[src/rtl/rtamp_defines.vh]
// Constants for the tamper input control block
// =====================================================================
// Notes on behaviour
// - Per-input debounce enable; clear samples raw, set debounces before edge detection.
// - Per-input polarity bit: 0 detects falling edge, 1 detects rising edge.
// - Two-bit action per channel packed from bit 0 upward; code 0 means off.
// - Action 1 on selected edge wakes the system and sets the tamper flag.
// - Action 2 on selected edge captures counter timestamp and sets tamper flag.
// - Action 3 drives counter signal out, compares input; mismatch captures and flags.
// - With event output enabled, one event pulse per cycle in which any tamper is detected; none otherwise.
// =====================================================================
`ifndef RTAMP_DEFINES_VH
`define RTAMP_DEFINES_VH

// Register byte offsets
`define RTAMP_OFF_CTRL 8'h00
`define RTAMP_OFF_EVCTRL 8'h04
`define RTAMP_OFF_TAMPER_CONTROL 8'h60
`define RTAMP_OFF_STATUS 8'h64
`define RTAMP_OFF_MASK 8'h68
`define RTAMP_OFF_TSTAMP 8'h6C
`define RTAMP_OFF_TAMPID 8'h70

// Field positions
`define RTAMP_ACT_LSB 0
`define RTAMP_POL_LSB 16
`define RTAMP_DEB_LSB 24
`define RTAMP_CTRL_ENABLE 0
`define RTAMP_CTRL_WPROT 1
`define RTAMP_EV_TAMPEO 14
`define RTAMP_ST_TAMPER 0
`define RTAMP_ST_WAKE 1

// Reset values
`define RTAMP_RST_TAMPER_CONTROL 32'h00000000
`define RTAMP_TAMPER_CONTROL_MASK 32'h1F1F03FF

// Action codes
`define RTAMP_ACT_OFF 2'h0
`define RTAMP_ACT_WAKE 2'h1
`define RTAMP_ACT_CAPTURE 2'h2
`define RTAMP_ACT_LOOP 2'h3

// Debounce hold: 100 ns at the 10 ns clock, sized to the filter's 4-bit count
`define RTAMP_DEB_CYCLES 4'hA

`endif

[src/rtl/rtamp_debounce.v]
// Per-input debounce filter with bypass
`timescale 1ns/10ps
module rtamp_debounce #(
    parameter CNT_W = 4,
    parameter [3:0] CYCLES = 4'hA
) (
    // Clock and reset
    input wire aclk,
    input wire aresetn,
    // Control
    input wire enable,
    // Signal
    input wire din,
    output wire dout
);
    reg stable_r;
    reg [CNT_W-1:0] cnt_r;

    // =================================================================
    // Filter: input must hold a new level CYCLES cycles before it is taken
    always @(posedge aclk) begin
        if (!aresetn) begin
            stable_r <= 1'b0;
            cnt_r <= {CNT_W{1'b0}};
        end else if (din == stable_r) begin
            cnt_r <= {CNT_W{1'b0}};
        end else if (cnt_r >= CYCLES - 4'h1) begin
            stable_r <= din;
            cnt_r <= {CNT_W{1'b0}};
        end else begin
            cnt_r <= cnt_r + {{(CNT_W-1){1'b0}}, 1'b1};
        end
    end

    // Bypass keeps the raw path when debouncing is off
    assign dout = enable ? stable_r : din;
endmodule // rtamp_debounce

[src/rtl/rtamp_top.v]
// Tamper input control block with AXI4-Lite register slave
`timescale 1ns/10ps
`include "rtamp_defines.vh"
module rtamp_top #(
    parameter NCH = 5,
    parameter CW = 32
) (
    // Clock and reset
    input wire aclk,
    input wire aresetn,
    // AXI4-Lite write address
    input wire [7:0] s_axi_awaddr,
    input wire s_axi_awvalid,
    output wire s_axi_awready,
    // AXI4-Lite write data
    input wire [31:0] s_axi_wdata,
    input wire [3:0] s_axi_wstrb,
    input wire s_axi_wvalid,
    output wire s_axi_wready,
    // AXI4-Lite write response
    output wire [1:0] s_axi_bresp,
    output wire s_axi_bvalid,
    input wire s_axi_bready,
    // AXI4-Lite read address
    input wire [7:0] s_axi_araddr,
    input wire s_axi_arvalid,
    output wire s_axi_arready,
    // AXI4-Lite read data
    output wire [31:0] s_axi_rdata,
    output wire [1:0] s_axi_rresp,
    output wire s_axi_rvalid,
    input wire s_axi_rready,
    // Counter value
    input wire [CW-1:0] counter_value,
    input wire counter_pattern,
    // Tamper pins
    input wire [NCH-1:0] tamper_input_pin,
    output wire [NCH-1:0] tamper_output_pin,
    // Events and interrupt
    output wire wake_out,
    output wire tamper_event_out,
    output wire irq
);
    // =================================================================
    // Registers
    reg [31:0] ctrl_r;
    reg [31:0] evctrl_r;
    reg [31:0] tamper_control_r;
    reg [1:0] status_r;
    reg [1:0] mask_r;
    reg [CW-1:0] tstamp_r;
    reg [NCH-1:0] tampid_r;
    reg [NCH-1:0] prev_r;
    reg [NCH-1:0] outpin_r;
    reg [NCH-1:0] cmp_r;
    reg wake_r;
    reg event_r;
    reg [7:0] awaddr_r;
    reg aw_have_r;
    reg [31:0] wdata_r;
    reg [3:0] wstrb_r;
    reg w_have_r;
    reg bvalid_r;
    reg [1:0] bresp_r;
    reg rvalid_r;
    reg [31:0] rdata_r;
    reg [1:0] rresp_r;

    wire [NCH-1:0] filt;
    wire [NCH-1:0] hit;
    reg [31:0] rd_nxt;
    reg rd_ok;
    integer i;

    // =================================================================
    // Overview
    // Five tamper channels share one control word. Per channel n:
    //   bits 2n+1:2n  action (off, wake, capture, loop compare)
    //   bit 16+n      edge polarity, 1 selects the rising edge
    //   bit 24+n      debounce enable
    // Unused control bits read back as zero and ignore writes.
    //
    // Register map, byte offsets on the 8-bit bus address:
    //   0x00  control: bit 0 counter enable, bit 1 write protect
    //   0x04  event control: bit 14 enables the tamper event pulse
    //   0x60  tamper control, writable only while unlocked
    //   0x64  status: bit 0 tamper, bit 1 wake, write one to clear
    //   0x68  interrupt mask, same layout as status
    //   0x6C  timestamp, read only
    //   0x70  sticky record of channels that fired, read only
    // Any other offset answers with a slave error; reads return zero.
    //
    // Detection timing, counted from the edge that shows a new level:
    //   raw path: hit in the same cycle, flags one edge later
    //   debounced path: the level must hold ten cycles first
    //   the wake flag lags the tamper flag by one cycle, since it
    //   is set from the registered wake pulse
    // A short glitch restarts the debounce count, so it never
    // reaches the edge detector.
    //
    // Loop compare: the output pin is registered and the returned
    // input is expected one cycle later, so the comparison uses the
    // value driven on the previous cycle. A loop with any other
    // latency reads as a mismatch on every pattern change.
    // Debouncing must stay off on a loop channel: the filter would
    // delay the return and every change would look like a cut.
    // A mismatch fires on every cycle it lasts, so the timestamp
    // holds the counter value of the last mismatching cycle.
    //
    // Several channels firing together give one event pulse and one
    // timestamp, taken from the counter value of that cycle.
    //
    // Status bits are set by hardware and cleared by software; when
    // both meet on one edge the set is kept, so no event is lost.
    //
    // Bus timing: a write response rises on the edge after both
    // halves are held; a read answers one cycle after its address.
    // Only one write and one read are held at a time; the ready
    // signals stay low while a response waits to be accepted.
    // Locked tamper control writes still get an okay response, so
    // software must read back to learn whether a write landed.
    //
    // Trade-off: the filters run even while bypassed, so turning
    // debounce on never shows a stale level to the edge detector.

    // =================================================================
    // Per-channel debounce and detection
    genvar g;
    generate
        for (g = 0; g < NCH; g = g + 1) begin : g_ch
            wire [1:0] act = tamper_control_r[`RTAMP_ACT_LSB + 2*g +: 2];
            wire pol = tamper_control_r[`RTAMP_POL_LSB + g];
            wire deb = tamper_control_r[`RTAMP_DEB_LSB + g];
            wire rise = filt[g] & ~prev_r[g];
            wire fall = ~filt[g] & prev_r[g];
            rtamp_debounce #(
                .CNT_W(4),
                .CYCLES(`RTAMP_DEB_CYCLES)
            ) u_deb (
                .aclk(aclk),
                .aresetn(aresetn),
                .enable(deb),
                .din(tamper_input_pin[g]),
                .dout(filt[g])
            );
            // Edge channels fire on the selected edge, compare channels on mismatch
            assign hit[g] = (act == `RTAMP_ACT_OFF) ? 1'b0 :
                            (act == `RTAMP_ACT_LOOP) ? (filt[g] != cmp_r[g]) :
                            (pol ? rise : fall);
        end
    endgenerate

    // Output pin carries the counter pattern on compare channels only
    assign tamper_output_pin = outpin_r;

    // =================================================================
    // Detection state, timestamp, events
    always @(posedge aclk) begin
        if (!aresetn) begin
            prev_r <= {NCH{1'b0}};
            outpin_r <= {NCH{1'b0}};
            cmp_r <= {NCH{1'b0}};
            tstamp_r <= {CW{1'b0}};
            tampid_r <= {NCH{1'b0}};
            wake_r <= 1'b0;
            event_r <= 1'b0;
        end else begin
            prev_r <= filt;
            wake_r <= 1'b0;
            for (i = 0; i < NCH; i = i + 1) begin
                // Compare against what was driven a cycle earlier: the loop has latency
                cmp_r[i] <= outpin_r[i];
                outpin_r[i] <= (tamper_control_r[2*i +: 2] == `RTAMP_ACT_LOOP) ? counter_pattern : 1'b0;
                if (hit[i] && tamper_control_r[2*i +: 2] == `RTAMP_ACT_WAKE) begin
                    wake_r <= 1'b1;
                end
            end
            event_r <= (|hit) & evctrl_r[`RTAMP_EV_TAMPEO];
            if (|hit) begin
                tampid_r <= tampid_r | hit;
            end
            // Capture only for capture or compare channels
            for (i = 0; i < NCH; i = i + 1) begin
                if (hit[i] && tamper_control_r[2*i+1]) begin
                    tstamp_r <= counter_value;
                end
            end
        end
    end

    assign wake_out = wake_r;
    assign tamper_event_out = event_r;
    assign irq = |(status_r & mask_r);

    // =================================================================
    // AXI4-Lite write path; address and data may come in either order
    assign s_axi_awready = ~aw_have_r & ~bvalid_r;
    assign s_axi_wready = ~w_have_r & ~bvalid_r;
    assign s_axi_bvalid = bvalid_r;
    assign s_axi_bresp = bresp_r;

    wire do_write = aw_have_r & w_have_r & ~bvalid_r;
    wire ctrl_locked = ctrl_r[`RTAMP_CTRL_ENABLE] | ctrl_r[`RTAMP_CTRL_WPROT];
    wire [31:0] wmask = {{8{wstrb_r[3]}}, {8{wstrb_r[2]}}, {8{wstrb_r[1]}}, {8{wstrb_r[0]}}};

    always @(posedge aclk) begin
        if (!aresetn) begin
            awaddr_r <= 8'h00;
            aw_have_r <= 1'b0;
            wdata_r <= 32'h00000000;
            wstrb_r <= 4'h0;
            w_have_r <= 1'b0;
            bvalid_r <= 1'b0;
            bresp_r <= 2'h0;
            ctrl_r <= 32'h00000000;
            evctrl_r <= 32'h00000000;
            tamper_control_r <= `RTAMP_RST_TAMPER_CONTROL;
            status_r <= 2'h0;
            mask_r <= 2'h0;
        end else begin
            if (s_axi_awvalid && s_axi_awready) begin
                awaddr_r <= s_axi_awaddr;
                aw_have_r <= 1'b1;
            end
            if (s_axi_wvalid && s_axi_wready) begin
                wdata_r <= s_axi_wdata;
                wstrb_r <= s_axi_wstrb;
                w_have_r <= 1'b1;
            end
            if (bvalid_r && s_axi_bready) begin
                bvalid_r <= 1'b0;
            end
            // Status: write-one-to-clear, hardware set wins over the clear
            if (do_write && awaddr_r == `RTAMP_OFF_STATUS) begin
                status_r <= status_r & ~(wdata_r[1:0] & wmask[1:0]);
            end
            if (|hit) begin
                status_r[`RTAMP_ST_TAMPER] <= 1'b1;
            end
            if (wake_r) begin
                status_r[`RTAMP_ST_WAKE] <= 1'b1;
            end
            if (do_write) begin
                aw_have_r <= 1'b0;
                w_have_r <= 1'b0;
                bvalid_r <= 1'b1;
                bresp_r <= 2'h0;
                case (awaddr_r)
                    `RTAMP_OFF_CTRL: ctrl_r <= ((ctrl_r & ~wmask) | (wdata_r & wmask)) & 32'h00000003;
                    `RTAMP_OFF_EVCTRL: evctrl_r <= ((evctrl_r & ~wmask) | (wdata_r & wmask)) & 32'h00004000;
                    `RTAMP_OFF_TAMPER_CONTROL: begin
                        // Locked writes complete but leave the register unchanged
                        if (!ctrl_locked) begin
                            tamper_control_r <= ((tamper_control_r & ~wmask) | (wdata_r & wmask))
                                                & `RTAMP_TAMPER_CONTROL_MASK;
                        end
                    end
                    `RTAMP_OFF_STATUS: bresp_r <= 2'h0;
                    `RTAMP_OFF_MASK: mask_r <= (mask_r & ~wmask[1:0]) | (wdata_r[1:0] & wmask[1:0]);
                    `RTAMP_OFF_TSTAMP: bresp_r <= 2'h0;
                    `RTAMP_OFF_TAMPID: bresp_r <= 2'h0;
                    default: bresp_r <= 2'h2;
                endcase
            end
        end
    end

    // =================================================================
    // AXI4-Lite read path; one outstanding read, answer one cycle after address
    assign s_axi_arready = ~rvalid_r;
    assign s_axi_rvalid = rvalid_r;
    assign s_axi_rdata = rdata_r;
    assign s_axi_rresp = rresp_r;

    // Read mux
    always @* begin
        rd_nxt = 32'h00000000;
        rd_ok = 1'b1;
        case (s_axi_araddr)
            `RTAMP_OFF_CTRL: rd_nxt = ctrl_r;
            `RTAMP_OFF_EVCTRL: rd_nxt = evctrl_r;
            `RTAMP_OFF_TAMPER_CONTROL: rd_nxt = tamper_control_r;
            `RTAMP_OFF_STATUS: rd_nxt = {30'h00000000, status_r};
            `RTAMP_OFF_MASK: rd_nxt = {30'h00000000, mask_r};
            `RTAMP_OFF_TSTAMP: rd_nxt = tstamp_r;
            `RTAMP_OFF_TAMPID: rd_nxt = {{(32-NCH){1'b0}}, tampid_r};
            default: rd_ok = 1'b0;
        endcase
    end

    always @(posedge aclk) begin
        if (!aresetn) begin
            rvalid_r <= 1'b0;
            rdata_r <= 32'h00000000;
            rresp_r <= 2'h0;
        end else if (s_axi_arvalid && s_axi_arready) begin
            rvalid_r <= 1'b1;
            rdata_r <= rd_nxt;
            rresp_r <= rd_ok ? 2'h0 : 2'h2;
        end else if (rvalid_r && s_axi_rready) begin
            rvalid_r <= 1'b0;
        end
    end
endmodule // rtamp_top

[config.mk]
export PLATFORM = sky130hd
export DESIGN_NAME = rtamp_top
export DESIGN_NICKNAME = d
export VERILOG_FILES = /design/src/rtl/rtamp_debounce.v /design/src/rtl/rtamp_top.v
export VERILOG_INCLUDE_DIRS = /design/src /design/src/rtl
export SDC_FILE = /design/constraint.sdc
export NUM_CORES = 1
export LEC_CHECK = 0
export ABC_AREA = 1
export CAP_MARGIN = 20
export CORE_MARGIN = 8
export CORE_UTILIZATION = 35
export CTS_BUF_LIST = sky130_fd_sc_hd__clkbuf_8
export DETAILED_ROUTE_END_ITERATION = 12
export DONT_BUFFER_PORTS = 1
export PLACE_DENSITY_LB_ADDON = 0.3
export SLEW_MARGIN = 0
export SYNTH_ARGS = -nofsm -noshare
export SYNTH_HDL_FRONTEND = slang
export SYNTH_SLANG_ARGS = --single-unit
[constraint.sdc]
create_clock -name aclk -period 4.2 [get_ports aclk]
set_clock_uncertainty 0.2 [all_clocks]
set_input_delay 0.21 -clock aclk [delete_from_list [all_inputs] [get_ports aclk]]
set_output_delay 0.21 -clock aclk [all_outputs]
set_load 0.005 [all_outputs]
[Word-level counts from Yosys, hierarchy flattened]
Index checks and enable logic that the tools add are counted.
Storage, ports and cells
  output and inout port bits: 49
  bits in latches: 0
  bits in read-only memories: 0
  register bits: 187
  bits in writable memories: 0
  logic and storage cells: 225
  memories: 0
Operators by class
  magnitude comparators: 5
  div/mod/pow operators: 0
  shift-type cells: 0
  bitwise gates (word level): 53
  equal/unequal tests: 32
  multiplexer cells: 41
  reduce and logical (&&, ||, !) cells: 52
  multipliers: 0
  add/subtract/negate cells: 5
Operators by type and width (number)
  $pmux W32 S7: 1
  $mux W32: 5
  $eq A8 B7 Y1 const B: 10
  $and A29 B29 Y29: 2
  $mux W1: 32
  $not A29 Y29: 1
  $or A29 B29 Y29: 1
  $reduce_and A2 Y1: 13
  $not A1 Y1: 21
  $add A4 B1 Y4 const B: 5
  $ge A4 B4 Y1 const B: 5
  $eq A8 B3 Y1 const B: 2
  $logic_and A1 B1 Y1: 16
  $logic_not A8 Y1: 2
  $and A1 B1 Y1: 15
  $and A15 B15 Y15: 1
  $or A15 B15 Y15: 1
  $reduce_or A3 Y1: 5
  $reduce_or A7 Y1: 2
  $and A2 B2 Y2: 5
  $eq A2 B1 Y1 const B: 5
  $eq A2 B2 Y1 const B: 5
  $logic_not A2 Y1: 5
  $reduce_bool A2 Y1: 4
  other kinds (11): 24

[Logic depth before layout (Yosys ltp)]
  word-level depth: 12
  mapped depth: 13

[Cells and area by module]
Synthesis repeated with hierarchy kept, for this count alone.
Unflattened totals
  cell total of the unflattened synthesis: 1077
  area, all modules: 7757.4 µm²
Modules (own cells, without submodules)
  rtamp_top: area each 6424.9 µm², cells an instance 897, times used 1
  rtamp_debounce: area each 266.5 µm², cells an instance 36, times used 5

[Worst setup path before layout]
OpenSTA, ideal clock, no wires.
  path type: register to register
  start: register g_ch[4].u_deb.cnt_r[1]
  end: register g_ch[4].u_deb.cnt_r[0]
  data arrival time: 1368 ps
  cell stages (with the launch flop): 8
  library setup time: 66 ps
  setup slack: 2566 ps
  buffers on the path: 0
  path through: dfxtp_1 inv_1 ha_1 or3b_2 and2_1 inv_1 o211ai_1 nor2_1
On the way
  cells in the longest elaborated chain, start to end: 2
RTL lines
  from (decl): RTL line rtamp_debounce.v:17  | reg [CNT_W-1:0] cnt_r;
  from (signal assigned): RTL line rtamp_debounce.v:24  | cnt_r <= {CNT_W{1'b0}};
  from (signal assigned): RTL line rtamp_debounce.v:26  | cnt_r <= {CNT_W{1'b0}};
  from (signal assigned): RTL line rtamp_debounce.v:29  | cnt_r <= {CNT_W{1'b0}};
  $ge A4 B4 Y1: RTL line rtamp_debounce.v:27  | end else if (cnt_r >= CYCLES - 4'h1) begin
  $reduce_or A3 Y1 (no source line)
Every way passes these cells.
A chain may end at the register's enable or synchronous reset.

==> impl_metrics.ini <==
[status]
outcome = finished clean

[synth]
syn-cell-area_sq_mm = 0.00777
async_reset_ff_frac = 0
synth_cell_types = 41
synth_top_area_share = 0.456
yosysTopAreaCell = dfxtp_1
ys_top_cells_by_area = dfxtp_1 (46%), nand2_1 (8.5%), nor2_1 (6.8%)
synth-seq-cells = 177
yosys_warnings = 0
ys.flop_type = dfxtp_1
synth_edf_count = 0
yosysSeqAreaShare = 0.456
syn_inst = 1039
synth_area_per_cell_sq_um = 7.48

[global_routing]
grt_use_met3 = 0.0351
grt_usage = 0.155
met2_usage = 0.247
antenna_found_initial = 1
grt_max_degree = 107
overflow = 0
grt_pass1_wl_um = 33300
grt.busiest_layer = met2
grt.met1_usage = 0.202
grt_pass1_vias = 6465

[routing]
wl_per_cell_um = 14.7
vias = 6585
drcViolationCount = 0
firstDrtPassIters = 5
drt_iter0_drc = 404
wl_um = 20500
ant_nets = 0
viasPerCell = 4.71

[sta]
worst_slack_ns = 1.85
finalSetupViolCount = 0
final-max-slew-violation-count = 0
period_needed_ns = 2.35
hold_viol = 0
rsz0062_at_grt = no
tightest_slew_ns = 0.904
finalHoldWorstSlack_ns = 0.0631
max_freq_ghz = 0.425
period_share = 0.561
relSlewSlack = 0.396
tns_ns = 0

[floorplanning]
core_sq_mm = 0.0218
die_h_um = 165
io_pins = 146
chipWidth_um = 165
fp.dieArea_sq_mm = 0.0272
std_cell_rows = 54
start_util = 0.356

[clock_network]
cts_root_buf = clkbuf_8
cts_buffers = 17
cts_tree = done
clk_pin_slew_ns = 0.10
htree_levels = 4
insertion_delay_ns = 0.47
clk_path_buf_depth = 2
cts_sinks = 177

[min_path]
hp-class = in2reg

[critical_path]
worst_setup_path_start_kind = flop
end_kind = flop
crit_fanout = 32
r2r_slack_ns = 1.85
cp_data_required_time_ns = 4.37
worstPathArrival_ns = 2.52
worstRegToRegCells = 12
crit_end = tstamp_r[27]
rr_endpoint = tstamp_r[27]
worstSetupPathType = reg2reg

[finish]
drive_gt1_frac = 0.0930
syn_to_final_growth_pct = 17.5
postLayoutCellArea_sq_mm = 0.00914
nets = 1217
multiInputGateArea_sq_mm = 0.00347
fill_cells = 2237
seq_area_sq_mm = 0.00354

[placement]
postPlaceCellArea_sq_mm = 0.00790
dp_hpwl_um = 14400
place_congestion = 0.789
port_buffers = 0
dp_slack_ns = 1.81

[pwr]
p_per_area_mw_per_mm2 = 344
worst_ir_drop_vdd_mv = 0.235
leakage_nw = 3.75

[job]
drv_cap = 0
-- worst min-delay path by stage --
stage	start	end	slack, ns	cells past startpoint
2_1_floorplan	tamper_input_pin[0]	g_ch[0].u_deb.stable_r	0.14	2
3_3_place_gp	aresetn	cmp_r[4]	0.13	2
3_5_place_dp	aresetn	cmp_r[1]	0.14	2
4_1_cts	s_axi_araddr[6]	s_axi_rdata[1]	0.04	9
5_1_grt	s_axi_araddr[3]	s_axi_rdata[4]	0.11	5
6_report	s_axi_araddr[3]	s_axi_rdata[4]	0.06	5
-- placed cells by master (no fill, tap or decap), drive strengths merged --
cell type	Yosys	routed
diode	0	1
o21a	1	1
nand3b	6	6
ha	15	15
or3b	1	1
nand4	4	4
o21ai	75	75
a21boi	4	4
or2	3	3
dfxtp	177	177
xor2	9	9
bufinv	0	1
nand3	78	78
o211ai	2	2
buf	21	5
and2	1	1
o31ai	2	2
a22o	1	1
o22ai	15	15
nor3	13	13
nor4	2	2
o2bb2ai	1	1
clkbuf	22	18
nand2	190	190
xnor2	5	5
o32ai	1	1
dlygate4sd3	0	84
inv	134	137
a21oi	93	93
clkinv	2	12
nor2	160	160
conb	1	2
-- timing repair --
item,CTS,global route
endpoints found under the hold margin,156,0
hold buffers,85,0
setup buffers,0,0
gates resized for setup,0,0
-- cells by family (layout without fill, tap and decap cells) --
logic type               count (synthesis)  in the layout  share of synthesized area
AO/OA/AOI/OAI                          195            195                      0.132
buffers and inverters                  179            257                     0.0987
adder cells (fa/ha/maj)                 15             15                     0.0241
XOR/XNOR                                14             14                     0.0158
AND/OR/NAND/NOR                        458            458                      0.273
flip-flops                             177            177                      0.456
other                                    1              3                   0.000482
-- final cells by class --
class                           count  share of cell area
Inverter                          136              0.0559
Clock buffer                       18              0.0271
Clock inverter                     14              0.0127
Sequential cell                   177               0.388
Multi-Input combinational cell    684               0.379
Timing Repair Buffer               89              0.0983
Antenna cell                        1            0.000274
Tap cell                          280              0.0383
-- stage by stage --
step / power [W] / cells / util
after global routing: 0.00329 / 1399 / 0.419
after detailed placement: 0.00198 / 1281 / 0.362
final: 0.00314 / 1399 / 0.419
after CTS: 0.00318 / 1398 / 0.419
after floorplan: 0.00195 / 1040 / -
after global placement: 0.00197 / 1281 / 0.362
-- routing by layer --
metal	share of wire	vias up
met3	0.065	23
met4	0.014	0
met5	0	-
li1	-	3439
met1	0.47	2984
met2	0.45	139
-- critical path, stage by stage (launching register included) --
cell	delay (ns)
dfxtp_1	0.34
inv_1	0.12
nand2_1	0.13
nand2_1	0.10
nand2_1	0.06
nand3_2	0.09
nand2_2	0.07
nand2_2	0.08
nand2_2	0.06
nor2_4	0.68
nand3_1	0.15
nand2_1	0.13
nor2_2	0.03
-- cell usage after synthesis, drive strengths merged, types with 3 or more instances --
cell and instances:
a21boi 4, inv 134, o21ai 75, or2 3, ha 15, nand3 78
nand4 4, a21oi 93, nor3 13, clkbuf 22, buf 21, nand2 190
xnor2 5, o22ai 15, nand3b 6, nor2 160, dfxtp 177, xor2 9
-- power breakdown --
group | total, W | internal [W] | switching [W]
registers | 0.00176 | 0.00173 | 0.0000328
clock network | 0.00111 | 0.000483 | 0.000631
logic | 0.000264 | 0.000109 | 0.000155
total | 0.00314 | 0.00232 | 0.000819
(Power assumes the default switching activity.)
